### src/design/clk_ctl_pkg.sv
package clk_ctl_pkg;
   // ---------------------------------------------
   // register map and layouts
   // ---------------------------------------------
   localparam logic [7:0] clock_control_addr = 8'h08;
   localparam logic [7:0] soft_reset_control_addr = 8'h09;
   localparam logic [7:0] clock_control_reset = 8'h20;
   localparam logic [7:0] soft_reset_control_reset = 8'hc0;
   localparam logic [7:0] clock_control_mask = 8'hfe;
   localparam int src_hi = 7;
   localparam int src_lo = 6;
   localparam int osr_div_hi = 5;
   localparam int osr_div_lo = 4;
   localparam int out_div_hi = 3;
   localparam int out_div_lo = 2;
   localparam int slow_half_bit = 1;
   localparam int chip_rst_bit = 7;
   localparam int meas_rst_bit = 6;
   localparam logic [1:0] src_int_no_out = 2'h0;
   localparam logic [1:0] src_int_out = 2'h1;
   localparam logic [1:0] src_ext = 2'h2;
   // ---------------------------------------------
   // timing: soft reset pulse length
   // ---------------------------------------------
   localparam int clk_period_ns = 10;
   localparam int soft_reset_ns = 80;
   localparam int soft_reset_cycles = (soft_reset_ns + clk_period_ns - 1) / clk_period_ns;
   localparam int div_width = 3;
endpackage : clk_ctl_pkg

### src/design/div_if.sv
`timescale 1ns/10ps
// divider setting and the tick it produces
interface div_if;
   logic [1:0] code;
   logic tick;
   modport ctl (output code, input tick);
   modport div (input code, output tick);
endinterface : div_if

### src/design/clock_select_and_soft_reset.sv
`timescale 1ns/10ps
// Operation
// RL1: source field selects internal, internal+output, external
// RL2: output pin driven only for code 01
// RL3: clock control resets to 0x20
// RL4: oversampling clock divided by 1/2/4/8
// RL5: output pin clock divided by 1/2/4/8
// RL6: bit1 halves slow clock; bit0 reserved
// RL7: writing 0 to bit7 resets whole device
// RL8: writing 0 to bit6 resets measurement path
// RL9: writing 1 does nothing; reserved bits read zero
module clock_select_and_soft_reset
   import clk_ctl_pkg::*;
(
   input wire logic clk,
   input wire logic nrst,
   input wire logic [7:0] addr,
   input wire logic [7:0] wdata,
   input wire logic wr,
   input wire logic rd,
   output logic [7:0] rdata,
   input wire logic fast_internal_oscillator,
   input wire logic ext_clk_tick,
   input wire logic slow_clock,
   output logic osr_tick,
   output logic clk_out,
   output logic clk_out_en,
   output logic slow_tick,
   output logic chip_reset,
   output logic meas_reset
);
   // ---------------------------------------------
   // registers and decode
   // ---------------------------------------------
   logic [7:0] clk_ctl_r;
   logic [7:0] clk_ctl_nxt;
   logic chip_rst_r;
   logic meas_rst_r;
   logic [3:0] chip_cnt_r;
   logic [3:0] meas_cnt_r;
   logic [7:0] rdata_r;
   logic clk_out_r;
   logic slow_prev_r;
   logic slow_half_r;
   logic sel_clk;
   logic sel_rst;
   logic [1:0] src;
   logic src_tick;
   logic out_on;
   logic slow_rise;
   logic chip_start;
   logic meas_start;
   logic [7:0] rd_mux;

   assign sel_clk = (addr == clock_control_addr);
   assign sel_rst = (addr == soft_reset_control_addr);
   assign src = clk_ctl_r[src_hi:src_lo];
   // code 11 is undefined; it falls back to the internal source
   assign src_tick = (src == src_ext) ? ext_clk_tick : fast_internal_oscillator; // RL1
   assign out_on = (src == src_int_out); // RL2
   // only a written 0 starts a reset; a 1 is a no-op
   assign chip_start = wr && sel_rst && !wdata[chip_rst_bit]; // RL7 RL9
   assign meas_start = wr && sel_rst && !wdata[meas_rst_bit]; // RL8 RL9

   // ---------------------------------------------
   // clock control register
   // ---------------------------------------------
   // whole-device soft reset also restores this register; it wins over a write in the
   // same cycle so that no setting written during the reset survives it
   assign clk_ctl_nxt = chip_rst_r ? clock_control_reset :
                        (wr && sel_clk) ? (wdata & clock_control_mask) : clk_ctl_r; // RL6 RL9
   always_ff @(posedge clk or negedge nrst) begin
      if (!nrst) begin
         clk_ctl_r <= clock_control_reset; // RL3
      end else begin
         clk_ctl_r <= clk_ctl_nxt;
      end
   end

   // ---------------------------------------------
   // soft reset sequencers
   // ---------------------------------------------
   // reset bits read 0 while their reset runs, 1 after it ends
   always_ff @(posedge clk or negedge nrst) begin
      if (!nrst) begin
         chip_rst_r <= 1'b0;
         chip_cnt_r <= '0;
      end else if (chip_start) begin
         chip_rst_r <= 1'b1; // RL7
         chip_cnt_r <= 4'(soft_reset_cycles - 1);
      end else if (chip_rst_r) begin
         if (chip_cnt_r == 4'h0) begin
            chip_rst_r <= 1'b0; // RL7
         end else begin
            chip_cnt_r <= chip_cnt_r - 4'h1;
         end
      end
   end

   // the device reset implies a measurement path reset as well
   always_ff @(posedge clk or negedge nrst) begin
      if (!nrst) begin
         meas_rst_r <= 1'b0;
         meas_cnt_r <= '0;
      end else if (meas_start || chip_start) begin
         meas_rst_r <= 1'b1; // RL8
         meas_cnt_r <= 4'(soft_reset_cycles - 1);
      end else if (meas_rst_r) begin
         if (meas_cnt_r == 4'h0) begin
            meas_rst_r <= 1'b0; // RL8
         end else begin
            meas_cnt_r <= meas_cnt_r - 4'h1;
         end
      end
   end

   assign chip_reset = chip_rst_r;
   assign meas_reset = meas_rst_r;

   // ---------------------------------------------
   // dividers
   // ---------------------------------------------
   div_if osr_d ();
   div_if out_d ();
   assign osr_d.code = clk_ctl_r[osr_div_hi:osr_div_lo]; // RL4
   assign out_d.code = clk_ctl_r[out_div_hi:out_div_lo]; // RL5

   clk_divider u_osr_div (
      .clk(clk),
      .nrst(nrst),
      .en(src_tick),
      .d(osr_d.div)
   );
   assign osr_tick = osr_d.tick; // RL4

   clk_divider u_out_div (
      .clk(clk),
      .nrst(nrst),
      .en(fast_internal_oscillator),
      .d(out_d.div)
   );

   // output pin toggles per divided tick, held low when disabled
   always_ff @(posedge clk or negedge nrst) begin
      if (!nrst) begin
         clk_out_r <= 1'b0;
      end else if (!out_on) begin
         clk_out_r <= 1'b0; // RL2
      end else if (out_d.tick) begin
         clk_out_r <= !clk_out_r; // RL5
      end
   end
   assign clk_out = clk_out_r;
   assign clk_out_en = out_on; // RL2

   // ---------------------------------------------
   // slow clock halving
   // ---------------------------------------------
   // history starts high so a pin already high at reset release gives no false edge;
   // the cost is that such a first edge is not counted
   assign slow_rise = slow_clock && !slow_prev_r;
   always_ff @(posedge clk or negedge nrst) begin
      if (!nrst) begin
         slow_prev_r <= 1'b1;
         slow_half_r <= 1'b0;
      end else begin
         slow_prev_r <= slow_clock;
         if (slow_rise) begin
            slow_half_r <= !slow_half_r;
         end
      end
   end
   // undivided: every rising edge; halved: every other one
   assign slow_tick = slow_rise && (!clk_ctl_r[slow_half_bit] || slow_half_r); // RL6

   // ---------------------------------------------
   // read path
   // ---------------------------------------------
   assign rd_mux = sel_clk ? clk_ctl_r :
                   sel_rst ? {!chip_rst_r, !meas_rst_r, 6'h00} : 8'h00; // RL9
   always_ff @(posedge clk or negedge nrst) begin
      if (!nrst) begin
         rdata_r <= 8'h00;
      end else begin
         rdata_r <= rd ? rd_mux : 8'h00;
      end
   end
   assign rdata = rdata_r;

   // ---------------------------------------------
   // checks
   // ---------------------------------------------
   pin_drive_a: assert property (@(posedge clk) disable iff (!nrst)
      clk_out_en == (clk_ctl_r[src_hi:src_lo] == 2'h1)) else $error("clock pin enable wrong"); // RL2
   pin_quiet_a: assert property (@(posedge clk) disable iff (!nrst)
      !clk_out_en |=> !clk_out) else $error("clock pin active while off"); // RL2
   reserved_zero_a: assert property (@(posedge clk) disable iff (!nrst)
      clk_ctl_r[0] == 1'b0) else $error("reserved bit set"); // RL6
   chip_start_a: assert property (@(posedge clk) disable iff (!nrst)
      (wr && addr == 8'h09 && !wdata[7]) |=> chip_reset && meas_reset) else $error("device reset missed"); // RL7
   // a rewrite of 0 during the pulse restarts it, so the end is checked from the last start
   chip_end_a: assert property (@(posedge clk) disable iff (!nrst)
      (chip_start ##1 !chip_start [*8]) |=> !chip_reset) else $error("device reset too long"); // RL7
   chip_len_a: assert property (@(posedge clk) disable iff (!nrst)
      chip_start |=> chip_reset [*8]) else $error("device reset cut short"); // RL7
   meas_start_a: assert property (@(posedge clk) disable iff (!nrst)
      (wr && addr == 8'h09 && !wdata[6]) |=> meas_reset) else $error("path reset missed"); // RL8
   one_noop_a: assert property (@(posedge clk) disable iff (!nrst)
      (wr && addr == 8'h09 && wdata[7] && !chip_reset) |=> !chip_reset) else $error("write 1 reset"); // RL9
   clk_restore_a: assert property (@(posedge clk) disable iff (!nrst)
      chip_reset |=> clk_ctl_r == 8'h20) else $error("clock control not restored"); // RL3
   osr_div_a: assert property (@(posedge clk) disable iff (!nrst)
      (osr_tick && clk_ctl_r[5:4] == 2'h1 && $stable(clk_ctl_r)) |=> !osr_tick) else $error("osr ratio"); // RL4
   slow_pass_a: assert property (@(posedge clk) disable iff (!nrst)
      (slow_rise && !clk_ctl_r[1]) |-> slow_tick) else $error("slow clock not passed"); // RL6
   // no slow tick can appear between rising edges of the slow pin
   slow_idle_a: assert property (@(posedge clk) disable iff (!nrst)
      !slow_rise |-> !slow_tick) else $error("slow tick without edge"); // RL6

   // ---------------------------------------------
   // checks: soft reset
   // ---------------------------------------------
   // the path reset follows either start and keeps its full length
   meas_len_a: assert property (@(posedge clk) disable iff (!nrst)
      (meas_start || chip_start) |=> meas_reset [*8]) else $error("path reset cut short"); // RL8
   meas_end_a: assert property (@(posedge clk) disable iff (!nrst)
      ((meas_start || chip_start) ##1 !(meas_start || chip_start) [*8]) |=> !meas_reset)
      else $error("path reset too long"); // RL8
   // the device reset always covers the measurement path as well
   chip_meas_a: assert property (@(posedge clk) disable iff (!nrst)
      chip_reset |-> meas_reset) else $error("path left out of device reset"); // RL7

   // ---------------------------------------------
   // checks: clocks
   // ---------------------------------------------
   // the oversampling tick may only come with a tick of the selected source
   osr_ext_a: assert property (@(posedge clk) disable iff (!nrst)
      (clk_ctl_r[7:6] == 2'h2 && !ext_clk_tick) |-> !osr_tick) else $error("osr tick off external"); // RL1
   osr_int_a: assert property (@(posedge clk) disable iff (!nrst)
      (clk_ctl_r[7:6] != 2'h2 && !fast_internal_oscillator) |-> !osr_tick)
      else $error("osr tick off internal"); // RL1
   // undivided ratio passes every internal tick straight through
   osr_undiv_a: assert property (@(posedge clk) disable iff (!nrst)
      (clk_ctl_r[5:4] == 2'h0 && clk_ctl_r[7:6] != 2'h2) |-> (osr_tick == fast_internal_oscillator))
      else $error("osr undivided"); // RL4
   // while enabled, the pin only moves on an internal oscillator tick
   out_hold_a: assert property (@(posedge clk) disable iff (!nrst)
      (clk_out_en && !fast_internal_oscillator) |=> $stable(clk_out)) else $error("clock pin moved"); // RL5
   out_undiv_a: assert property (@(posedge clk) disable iff (!nrst)
      (clk_out_en && clk_ctl_r[3:2] == 2'h0 && fast_internal_oscillator) |=> (clk_out != $past(clk_out)))
      else $error("clock pin not undivided"); // RL5

   // ---------------------------------------------
   // checks: register port
   // ---------------------------------------------
   // read data stand only in the cycle after a read strobe
   rd_quiet_a: assert property (@(posedge clk) disable iff (!nrst)
      !rd |=> (rdata == 8'h00)) else $error("read data without strobe");
   rd_unmapped_a: assert property (@(posedge clk) disable iff (!nrst)
      (rd && !sel_clk && !sel_rst) |=> (rdata == 8'h00)) else $error("unmapped read not zero"); // RL9
   rd_reserved_a: assert property (@(posedge clk) disable iff (!nrst)
      (rd && sel_rst) |=> (rdata[5:0] == 6'h00)) else $error("reserved reset bits set"); // RL9
   rd_done_a: assert property (@(posedge clk) disable iff (!nrst)
      (rd && sel_rst && !chip_reset && !meas_reset) |=> (rdata[7:6] == 2'h3))
      else $error("reset bits not back to 1"); // RL7 RL8
   rd_busy_a: assert property (@(posedge clk) disable iff (!nrst)
      (rd && sel_rst && meas_reset) |=> !rdata[6]) else $error("path reset bit high while busy"); // RL8
   rd_clock_a: assert property (@(posedge clk) disable iff (!nrst)
      (rd && sel_clk) |=> (rdata == $past(clk_ctl_r))) else $error("clock control read"); // RL3
   // a write lands whole except the reserved bit; apart from it only the device reset moves the register
   wr_clock_a: assert property (@(posedge clk) disable iff (!nrst)
      (wr && sel_clk && !chip_reset) |=> (clk_ctl_r == ($past(wdata) & clock_control_mask)))
      else $error("clock control write"); // RL9
   clk_hold_a: assert property (@(posedge clk) disable iff (!nrst)
      (!(wr && sel_clk) && !chip_reset) |=> $stable(clk_ctl_r)) else $error("clock control moved"); // RL9
endmodule : clock_select_and_soft_reset

### src/design/clk_divider.sv
`timescale 1ns/10ps
// divide-by 1/2/4/8 enable generator; tick is a one-cycle enable at the divided rate
module clk_divider
   import clk_ctl_pkg::*;
(
   input wire logic clk,
   input wire logic nrst,
   input wire logic en,
   div_if.div d
);
   logic [div_width-1:0] cnt_r;
   logic [div_width-1:0] lim;
   logic wrap;
   // ---------------------------------------------
   // decode
   // ---------------------------------------------
   assign lim = div_width'((4'h1 << d.code) - 4'h1);
   assign wrap = en && (cnt_r >= lim);
   assign d.tick = wrap;
   // counts source ticks only and holds between them, so a sparse source keeps its ratio;
   // the >= compare restarts the count when a smaller ratio is chosen mid-count
   always_ff @(posedge clk or negedge nrst) begin
      if (!nrst) begin
         cnt_r <= '0;
      end else if (wrap) begin
         cnt_r <= '0;
      end else if (en) begin
         cnt_r <= cnt_r + 3'h1;
      end
   end
endmodule : clk_divider

### config.mk
export PLATFORM = sky130hd
export DESIGN_NAME = clock_select_and_soft_reset
export DESIGN_NICKNAME = d
export VERILOG_FILES = /design/src/design/clk_ctl_pkg.sv /design/src/design/div_if.sv /design/src/design/clock_select_and_soft_reset.sv /design/src/design/clk_divider.sv
export SDC_FILE = /design/constraint.sdc
export NUM_CORES = 1
export LEC_CHECK = 0
export BUFFER_PORTS_ARGS = -buffer_cell sky130_fd_sc_hd__buf_2
export CAP_MARGIN = 20
export CELL_PAD_IN_SITES_DETAIL_PLACEMENT = 0
export CELL_PAD_IN_SITES_GLOBAL_PLACEMENT = 2
export CORE_MARGIN = 8
export CORE_UTILIZATION = 30
export DETAILED_ROUTE_END_ITERATION = 6
export PLACE_DENSITY_LB_ADDON = 0.1
export SYNTH_ARGS = -nofsm -noshare
export SYNTH_HDL_FRONTEND = slang
export SYNTH_SLANG_ARGS = --single-unit
### constraint.sdc
create_clock -name clk -period 2.06 [get_ports clk]
set_clock_uncertainty 0.1 [all_clocks]
set_input_delay 0.412 -clock clk [delete_from_list [all_inputs] [get_ports clk]]
set_output_delay 0.412 -clock clk [all_outputs]
set_load 0.01 [all_outputs]
== Word level (Yosys, flattened, before mapping) ==
Index checks and enable logic that the tools add are counted.

* Register bits after elaboration: 35
* Input bits: 23
* Output and inout port bits: 14

* $add $sub $neg: 6
* $lt $le $gt $ge: 2
* Eq/ne operators: 7
* Shift operators: 2
* Multiplexer cells: 24
* Reductions and logical operators: 27

{| class="wikitable"
|+ Operators by type and width
! kind !! number
|-
| 8-bit 2-to-1 mux || 5
|-
| 4-bit 2-to-1 mux || 6
|-
| 8-bit by 4-bit equality test with 1-bit output (second input constant) || 2
|-
| 3-bit 2-to-1 mux || 4
|-
| 2-bit nonzero test || 5
|-
| 1-bit 2-to-1 mux || 9
|-
| 1-bit logical AND || 8
|-
| 1-bit logical NOT || 8
|-
| 4-bit logical NOT || 2
|-
| 4-bit by 1-bit subtractor with 4-bit output (second input constant) || 2
|-
| 3-bit by 1-bit adder with 3-bit output (second input constant) || 2
|-
| 3-bit >= comparator || 2
|-
| 1-bit by 2-bit left shift with 3-bit output (first input constant) || 2
|-
| 3-bit by 1-bit subtractor with 3-bit output (second input constant) || 2
|-
| 2-bit inequality test (second input constant) || 2
|-
| 2-bit AND reduction || 2
|-
| 2-bit by 1-bit equality test with 1-bit output (second input constant) || 1
|-
| 2-bit equality test (second input constant) || 1
|-
| 1-bit logical OR || 2
|-
| 2-bit by 1-bit inequality test with 1-bit output (second input constant) || 1
|}

== Longest topological paths before layout ==
Gate-level depths: netlist of the first run.

* Word-level depth: 6
* Depth in mapped cells: 6
* Depth with buffers taken out: 6

== By module ==
From an unflattened synthesis of the first run, not the netlist that was laid out.

* Cell total of the unflattened synthesis: 162
* Area, all modules: 1684.1 sq um

{| class="wikitable"
|+ Modules (own cells, without submodules)
! module !! instances !! cells each !! area each (sq um) !! seq. area each (sq um)
|-
| clock_select_and_soft_reset || 1 || 112 || 1238.7 || 678.2
|-
| clk_divider || 2 || 25 || 222.7 || 75.1
|}

== Worst setup path before layout of the first run ==
OpenSTA, ideal clock, no wires.

* Kind: flip-flop to output port
* From: register clk_ctl_r[4]
* To: output port osr_tick
* Arrival time: 1.448 ns
* Data required time: 1.548 ns
* Slack: 0.100 ns
* Stages on the path, launching flop included: 7
* Path buffers: 0
* Cell sequence: dfrtp_1 or2_2 ha_1 nor2b_1 o21ai_0 inv_1 nor2_1

* Cells in the longest elaborated chain, start to end: 4

{| class="wikitable"
|+ RTL lines
! element !! line !! source
|-
| start: declaration || clock_select_and_soft_reset.sv:35 || <nowiki>logic [7:0] clk_ctl_r;</nowiki>
|-
| start signal: assignment || clock_select_and_soft_reset.sv:74 || <nowiki>clk_ctl_r <= clock_control_reset;</nowiki>
|-
| start signal: assignment || clock_select_and_soft_reset.sv:76 || <nowiki>clk_ctl_r <= clk_ctl_nxt;</nowiki>
|-
| 1-bit by 2-bit left shift with 3-bit output || clk_divider.sv:17 || <nowiki>assign lim = div_width'((4'h1 << d.code) - 4'h1);</nowiki>
|-
| 3-bit by 1-bit subtractor with 3-bit output || clk_divider.sv:17 ||
|-
| 3-bit >= comparator || clk_divider.sv:18 || <nowiki>assign wrap = en && (cnt_r >= lim);</nowiki>
|-
| 1-bit logical AND || clk_divider.sv:18 ||
|-
| end: declaration || clock_select_and_soft_reset.sv:25 || <nowiki>output logic osr_tick,</nowiki>
|}

Every way passes these cells.

== Final worst setup path of the first run ==
* From: register clk_ctl_r[5]
* To: output port osr_tick

Same word-level chain as after synthesis.

==> results of run 1 <==
-- placed cells by master (no fill, tap or decap), types with 2 or more instances in the layout --
cell type  Yosys  routed
buf_4          1       3
nor3_1         5       5
and2_1         5       5
or3b_2         2       2
nor2_1         5       5
a21oi_1        6       5
a22o_1         8       8
clkbuf_8       0       7
o21ai_0        4       3
dfstp_2        2       2
a21o_1         3       3
ha_1          10       8
buf_2          1      34
o211ai_1       2       2
nor2b_1        5       4
nand3_1        3       3
inv_1         13      12
nor3b_1        2       2
mux2i_1        3       3
xnor2_1        5       5
dfrtp_1       31      31
ha_4           0       2
nand2_1       20      19
-- report_power, final --
| part | internal (mW) | switching, mW |
|---|---|---|
| clock network | 0.302 | 0.238 |
| registers | 0.757 | 0.0870 |
| logic | 0.272 | 0.238 |
-- kinds of logic after synthesis --
logic type	count (synthesis)	synth area share, %
compound gates	27	11.8
xor+xnor	5	2.65
fa+ha+maj	10	7.57
buf+inv	16	4.39
flops	33	50.1
mux	4	2.50
other cells	1	0.227
simple gates	58	20.7
-- sequential cells by signal, indices dropped and copies added, names as in the netlist --
name,cells
clk_out,1
rdata,7
meas_reset,1
chip_reset,1
u_osr_div.cnt_r,3
slow_prev_r,1
u_out_div.cnt_r,3
chip_cnt_r,4
slow_half_r,1
meas_cnt_r,4
clk_ctl_r,7
-- critical path: stages (launching register included) --
cell	delay, ns
dfstp_2	0.39
or2_4	0.26
ha_4	0.26
nor2b_2	0.04
o21ai_2	0.15
inv_1	0.05
nor2_1	0.08
buf_2	0.14
-- worst max path at each step --
| stage | from | to | slack (ns) | cells past startpoint |
|---|---|---|---|---|
| after floorplan | clk_ctl_r[4] | osr_tick | 0.1 | 6 |
| after global placement | clk_ctl_r[4] | osr_tick | 0.03 | 7 |
| after global routing | clk_ctl_r[5] | osr_tick | -0.21 | 7 |
| after CTS | clk_ctl_r[5] | osr_tick | -0.14 | 7 |
| after detailed placement | clk_ctl_r[4] | osr_tick | 0.03 | 7 |
| final | clk_ctl_r[5] | osr_tick | -0.1 | 7 |
-- repair_timing --
item,4_1_cts,5_1_grt
gates resized for setup,4,5
endpoints found under the setup margin,1,1
pin swaps,2,3
-- routing by layer --
metal  share of wire [%]  global-route usage [%]  routed length [um]
met1                  46                    11.5                1730
met2                  45                    15.5                1700
met4                 1.4                    3.33                  52
met3                 7.4                    4.32                 278
met5                   0                       0                   0
-- final cells by class --
| cell class | instances | area (um2) |
|---|---|---|
| Fill cell | 559 | 3350 |
| Sequential cell | 33 | 828 |
| Multi-Input combinational cell | 105 | 792 |
| Timing Repair Buffer | 37 | 193 |
| Clock buffer | 7 | 96.3 |
| Tap cell | 72 | 90.1 |
| Inverter | 13 | 48.8 |
| Clock inverter | 1 | 5.00 |
-- through the flow --
stage	std cells	worst slack [ns]	util [%]	power, mW
global placement	260	0.0296	35.4	1.30
global route	268	-0.215	38.0	2.04
CTS	268	-0.144	37.6	1.90
detailed placement	260	0.0271	35.4	1.32
floorplan	154	0.0997	-	1.17
finish	268	-0.0986	38.0	1.89
==> flow_summary.yaml, run 1 <==
critical_path:
  r2r_end: "u_out_div.cnt_r[2]"
  r2r_setup_slack_ns: 0.21
  required_ns: 1.55
  cp-start-kind: "flip-flop"
  cp_max_fo: 3
  crit_type: "reg -> out"
  end_kind: "output port"
  reg2regPathDepth: 7
  rr_startpoint: "clk_ctl_r[2]"
  worstPathArrival_ns: 1.65
clock_network:
  clock_sinks: 33
  cts_tree: "yes"
  insertion_delay_ns: 0.28
  hold_buffers: 0
  clk_pin_slew_ns: 0.07
  cts_setup_buffers: 0
  cts_max_path_buffers: 2
  htreeDepth: 2
  cts_made_buffers: 5
  root_buffer: "clkbuf_8"
placed_design:
  port_buffers: 34
  gp_congestion: 0.799
  dp_hpwl_mm: 2.84
  placed_area_um2: 1910
pwr:
  power-per-cell-area_nw_per_um2: 922
  leakagePower_nw: 1.02
  peakVddDrop_v: 0.000419
logic_synthesis:
  yosysTopAreaCellShare_pct: 46.9
  syn_area_per_cell_um2: 10.7
  netlist_top_cells_area: "dfrtp_1 (47%), ha_1 (7.6%), nand2_1 (4.5%)"
  synth-seq-cells: 33
  yosysMostFrequentCell: "dfrtp_1"
  synth_commonest_cells: "dfrtp_1 (31), nand2_1 (20), inv_1 (13)"
  synth_area_um2: 1650
  ys_seq_area_share_pct: 50.1
  synthCells: 154
  async_flop_share_pct: 100
  synth.net_count: 187
  synth_enable_flop_cells: 0
  synth_largest_area_cell: "dfrtp_1"
  ys_warn_count: 0
  synth.distinct_cells: 38
  synth_ff_type: "dfrtp_1"
timing:
  finalSetupViolCount: 1
  slew_headroom_pct: 49.6
  drv_slew: 0
  tightest_slew_ns: 0.756
  fin_ws_ns: -0.0986
  fin_crit_sh_pct: 105
  worst_hold_slack_ns: 0.0931
  rsz0062_at_grt: "yes"
  finalCriticalPeriod_ns: 2.16
  fmax_mhz: 463
  setup_tns_ns: -0.0986
  finalHoldViolations: 0
global_routing:
  grt_max_degree: 34
  grt-ovfl-total: 0
  gr-usage-all-layers_pct: 9.79
  grt_pass1_vias: 1279
  antenna_found_initial: 0
  grt_pass1_wl_mm: 6.36
outcome:
  status: "finished with violations"
  failed_checks: "setup timing"
finish:
  layout.nets: 228
  drive_above_1_share_pct: 32.7
  diodes: 0
  final_area_um2: 2050
  syn2layout_area_growth_pct: 24.2
routing:
  drc: 0
  via_per_inst: 4.44
  ant_nets: 0
  wl_per_cell_um: 14.1
  finalWirelength_mm: 3.77
  dr.pass1.iters: 4
  first_iter_violations: 29
  vias: 1190
floorplanning:
  die-area_um2: 8140
  die_h_um: 90.2
  core_area_um2: 5410
  ioPinCount: 37
  floorplan.rows: 27
  die_w_um: 90.2
  floorplan.initialDensity_pct: 30.6
min_path:
  min_path_type: "in -> async"
run:
  maxCapViolations: 0
Note: power is estimated with default switching activity, not from simulation.
==> run 2, diff against run 1 <==
Settings changed: CAP_MARGIN 20 to not set, CELL_PAD_IN_SITES_GLOBAL_PLACEMENT 2 to 1, GPL_TIMING_DRIVEN set to 0.
==> run 2 against run 1 <==
  * The flow still finishes with violations (setup timing)
  * Total power decreased by 3.4%
  * Non-clock buffer count is the same
  * Worst setup slack gained 0.018 ns
  * Sequential share of layout area increased by 0.32 points
  * Clock-buffer cell count is 1 lower
  * First-iteration DRC count up 14%
  * Critical endpoint unchanged
==> flow_summary.yaml, run 2 (same netlist as run 1, synthesis figures left out) <==
clock_network:
  htreeDepth: 2
  cts_made_buffers: 5
  clk_pin_slew_ns: 0.07
  clock_sinks: 33
  insertion_delay_ns: 0.28
  root_buffer: "clkbuf_8"
  cts_max_path_buffers: 2
  cts_tree: "yes"
outcome:
  status: "finished with violations"
  failed_checks: "setup timing"
global_routing:
  grt_max_degree: 34
  gr-usage-all-layers_pct: 9.62
  use_met2_pct: 16.2
  grt-ovfl-total: 0
  grt_pass1_vias: 1302
  grtUsageMet3_pct: 3.57
  grt_busiest_layer: "met2"
  antenna_found_initial: 0
  grt_pass1_wl_mm: 6.22
  grt_util_met1_pct: 10.6
critical_path:
  crit_type: "reg -> out"
  cp-start-kind: "flip-flop"
  cp_max_fo: 3
  rr_startpoint: "clk_ctl_r[2]"
  path_buf_inv: 2
  worstPathArrival_ns: 1.63
  worst_path_largest_cell_delay_ns: 0.39
  required_ns: 1.55
  setup.worst_path.start: "clk_ctl_r[5]"
  cp_cell_sequence: "or2_4, ha_4, nor2b_2, o21ai_2, inv_1, nor2_1, buf_2"
  end_kind: "output port"
  crit_slowest_cell: "dfstp_2"
  critPathTopFamily: "simple AND/OR/NAND/NOR gates"
finish:
  drive_above_1_share_pct: 31.6
  syn2layout_area_growth_pct: 23.2
  register_area_um2: 828
  fillers: 561
  final_area_um2: 2040
  final_common_cell: "buf_2"
  final_cell_mix: "buf_2 (33), dfrtp_1 (31), nand2_1 (19), inv_1 (12)"
  stdcell_count: 268
  layout.nets: 228
  diodes: 0
  multi_input_area_um2: 788
min_path:
  min_path_type: "in -> async"
routing:
  finalWirelength_mm: 3.79
  ant_nets: 0
  vias: 1241
  via_per_inst: 4.63
  dr.pass1.iters: 2
  wl_per_cell_um: 14.1
  drc: 0
  first_iter_violations: 33
floorplanning:
  die_w_um: 90.2
  floorplan.rows: 27
  die-area_um2: 8140
  core_area_um2: 5410
  floorplan.initialDensity_pct: 30.6
  die_h_um: 90.2
  ioPinCount: 37
timing:
  fin_crit_sh_pct: 104
  rsz0062_at_grt: "yes"
  finalSetupViolCount: 1
  fin_ws_ns: -0.0807
  tightest_slew_ns: 0.739
  setup_tns_ns: -0.0807
  finalHoldViolations: 0
  finalCriticalPeriod_ns: 2.14
  fmax_mhz: 467
  slew_headroom_pct: 50.7
  drv_slew: 0
placed_design:
  gp_congestion: 0.764
  port_buffers: 32
  pre_cts_slack_ns: -0.0774
  placed_area_um2: 1900
  dp_hpwl_mm: 2.87
  dp.cells: 258
pwr:
  power-per-cell-area_nw_per_um2: 898
  leakagePower_nw: 1.01
  peakVddDrop_v: 0.000417
run:
  maxCapViolations: 0
[run 2: per-stage QoR]
step                      power (mW)  utilization (%)  hold slack (ns)
final                           1.83             37.7           0.0906
after global placement          1.28             35.2            0.361
after detailed placement        1.31             35.2            0.378
after CTS                       1.84             37.4            0.110
after global routing            1.98             37.7            0.114
after floorplan                 1.17                -           0.0164
[run 2: final timing paths]
path                                            to  slack (ns)  cells past startpoint
worst max-delay path                      osr_tick       -0.08                      7
worst min-delay path                      rdata[6]        0.09                      1
worst max register to register  u_out_div.cnt_r[2]        0.16                      6
worst min register to register         slow_half_r        0.39                      1
max in group asynchronous            meas_cnt_r[3]        1.30                      1
min in group clk                       slow_prev_r        0.14                      1
[run 2: layout make-up]
cell class,instances,share of cell area (%)
Timing Repair Buffer,34,8.60
Clock buffer,6,3.56
Inverter,13,2.40
Buffer,3,1.17
Clock inverter,2,0.491
Sequential cell,33,40.7
Tap cell,72,4.42
Multi-Input combinational cell,105,38.7
[run 2: what timing repair did]
action	in CTS	in global routing
setup endpoints to repair	2	1
endpoints found under the hold margin	0	0
pin swaps	1	5
setup buffers	2	0
gates resized for setup	5	4
hold buffers	0	0
[run 2: layer usage]
layer  routed length (um)  vias to the layer above
li1                     -                      609
met1                 1590                      604
met2                 1970                       20
met3                  153                        8
met4                   78                        0
met5                    0                        -
[run 2: power by group]
group / total, mW / internal [mW] / switching (mW)
combinational: 0.515 / 0.273 / 0.242
clock: 0.471 / 0.234 / 0.237
sequential: 0.843 / 0.757 / 0.0870
total: 1.83 / 1.26 / 0.566
==> run 3, diff against run 2 <==
Settings changed: CAP_MARGIN set to 15.
Clock period 2.06 ns to 2.2 ns, I/O delays scaled along.
==> run 3 against run 2 <==
  * Critical path depth is the same
  * Sequential share of layout area is the same
  * Worst setup slack gained 0.11 ns
  * Sequential cell count is the same
  * Die area is the same
  * First-iteration DRC count is the same
  * Highest routed layer unchanged
  * Design area is the same
  * Clock-buffer cell count is the same
  * Combinational power shrank 6.4%
  * Hold slack gained 0.028 ns
  * Register-to-register slack lost 0.02 ns
  * Sequential power shrank 6.3%
  * The run now ends clean
  * Largest power group unchanged
  * Critical endpoint unchanged
==> flow_summary.yaml, run 3 (same netlist as run 1, synthesis figures left out) <==
routing:
  ant_nets: 0
  wl_per_cell_um: 14.1
  first_iter_violations: 33
  finalWirelength_mm: 3.79
  drc: 0
  vias: 1241
  dr.pass1.iters: 2
  via_per_inst: 4.63
pwr:
  pwr-share-comb_pct: 28.2
  seqPwrFrac_pct: 46.1
  peakVddDrop_v: 0.000391
  power.total_mw: 1.71
  pwr-share-clk_pct: 25.7
  p_int_mw: 1.18
  p_sw_uw: 530
  swShare_pct: 30.9
  leakagePower_nw: 1.01
  power-per-cell-area_nw_per_um2: 841
finish:
  register_area_um2: 828
  final_area_um2: 2040
  diodes: 0
  multi_input_area_um2: 788
  drive_above_1_share_pct: 31.6
  final_common_cell: "buf_2"
  layout.nets: 228
  syn2layout_area_growth_pct: 23.2
  final_cell_mix: "buf_2 (33), dfrtp_1 (31), nand2_1 (19), inv_1 (12)"
  fillers: 561
clock_network:
  clk_pin_slew_ns: 0.07
  cts_max_path_buffers: 2
  clock_sinks: 33
  htreeDepth: 2
  root_buffer: "clkbuf_8"
  insertion_delay_ns: 0.28
  cts_made_buffers: 5
  cts_tree: "yes"
critical_path:
  cp_max_fo: 3
  worstPathArrival_ns: 1.63
  required_ns: 1.66
  path_buf_inv: 2
  crit_type: "reg -> out"
  cp-start-kind: "flip-flop"
  crit_slowest_cell: "dfstp_2"
  critPathTopFamily: "simple AND/OR/NAND/NOR gates"
  end_kind: "output port"
  cp_cell_sequence: "or2_4, ha_4, nor2b_2, o21ai_2, inv_1, nor2_1, buf_2"
  worst_path_largest_cell_delay_ns: 0.39
floorplanning:
  floorplan.initialDensity_pct: 30.6
  die-area_um2: 8140
  die_h_um: 90.2
  die_w_um: 90.2
  floorplan.rows: 27
  ioPinCount: 37
  core_area_um2: 5410
global_routing:
  grt-ovfl-total: 0
  gr-usage-all-layers_pct: 9.62
  grt_max_degree: 34
  antenna_found_initial: 0
  grt_pass1_vias: 1302
  grt_pass1_wl_mm: 6.22
timing:
  tightest_slew_ns: 0.739
  slew_headroom_pct: 50.7
  finalSetupViolCount: 0
  finalHoldViolations: 0
  fin_crit_sh_pct: 98.6
  finalCriticalPeriod_ns: 2.17
  fmax_mhz: 461
  drv_slew: 0
  rsz0062_at_grt: "yes"
outcome:
  status: "completed"
min_path:
  min_path_type: "in -> async"
placed_design:
  placed_area_um2: 1900
  port_buffers: 32
  dp_hpwl_mm: 2.87
  gp_congestion: 0.764
run:
  maxCapViolations: 0
-- run 3: cell counts in the layout (fill, tap and decap cells not counted) --
No cell type changed its count.
-- run 3: final timing paths --
kind,start,to,slack [ns],depth (start not counted)
max in group asynchronous,nrst,meas_cnt_r[3],1.41,1
max reg2reg,clk_ctl_r[2],u_out_div.cnt_r[2],0.14,6
min,nrst,rdata[6],0.12,1
min in group clk,slow_clock,slow_prev_r,0.17,1
max,clk_ctl_r[5],osr_tick,0.03,7
min reg2reg,slow_half_r,slow_half_r,0.39,1
-- run 3: metrics by stage --
step	setup TNS (ns)	worst slack (ns)	utilization (%)	hold WS, ns	instances
floorplan	0	0.212	-	0.0444	154
global placement	0	0.0458	35.2	0.361	258
detailed placement	0	0.0346	35.2	0.378	258
CTS	-0.0238	-0.0238	37.4	0.138	268
global route	-0.0583	-0.0583	37.7	0.142	268
finish	0	0.0313	37.7	0.119	268
-- run 3: final cells by class --
type	count	share of cell area, %
buffer	3	1.17
clock buffer	6	3.56
clock inverter	2	0.491
inverter	13	2.40
multi-input combinational	105	38.7
sequential	33	40.7
tap	72	4.42
timing repair buffer	34	8.60
-- run 3: repair_timing --
item / 4_1_cts / 5_1_grt
buffers inserted: 2 / 0
gates resized for setup: 4 / 4
hold buffers: 0 / 0
pin swaps: 1 / 5
setup endpoints to repair: 1 / 1
-- run 3: layer usage --
| layer | share of wire, % | vias up | GRT usage, % | wire length, um |
|---|---|---|---|---|
| met1 | 42 | 604 | 10.6 | 1590 |
| met5 | 0 | - | 0 | 0 |
| met3 | 4.0 | 8 | 3.57 | 153 |
| met2 | 52 | 20 | 16.2 | 1970 |
| met4 | 2.1 | 0 | 4.16 | 78 |
| li1 | - | 609 | - | - |
-- run 3: power groups by stage --
stage	Clock (mW)	Sequential [mW]	Combinational, mW
2_1_floorplan	0	0.776	0.321
3_3_place_gp	0	0.792	0.406
3_5_place_dp	0	0.798	0.426
4_1_cts	0.462	0.786	0.472
5_1_grt	0.489	0.806	0.556
6_report	0.441	0.790	0.482
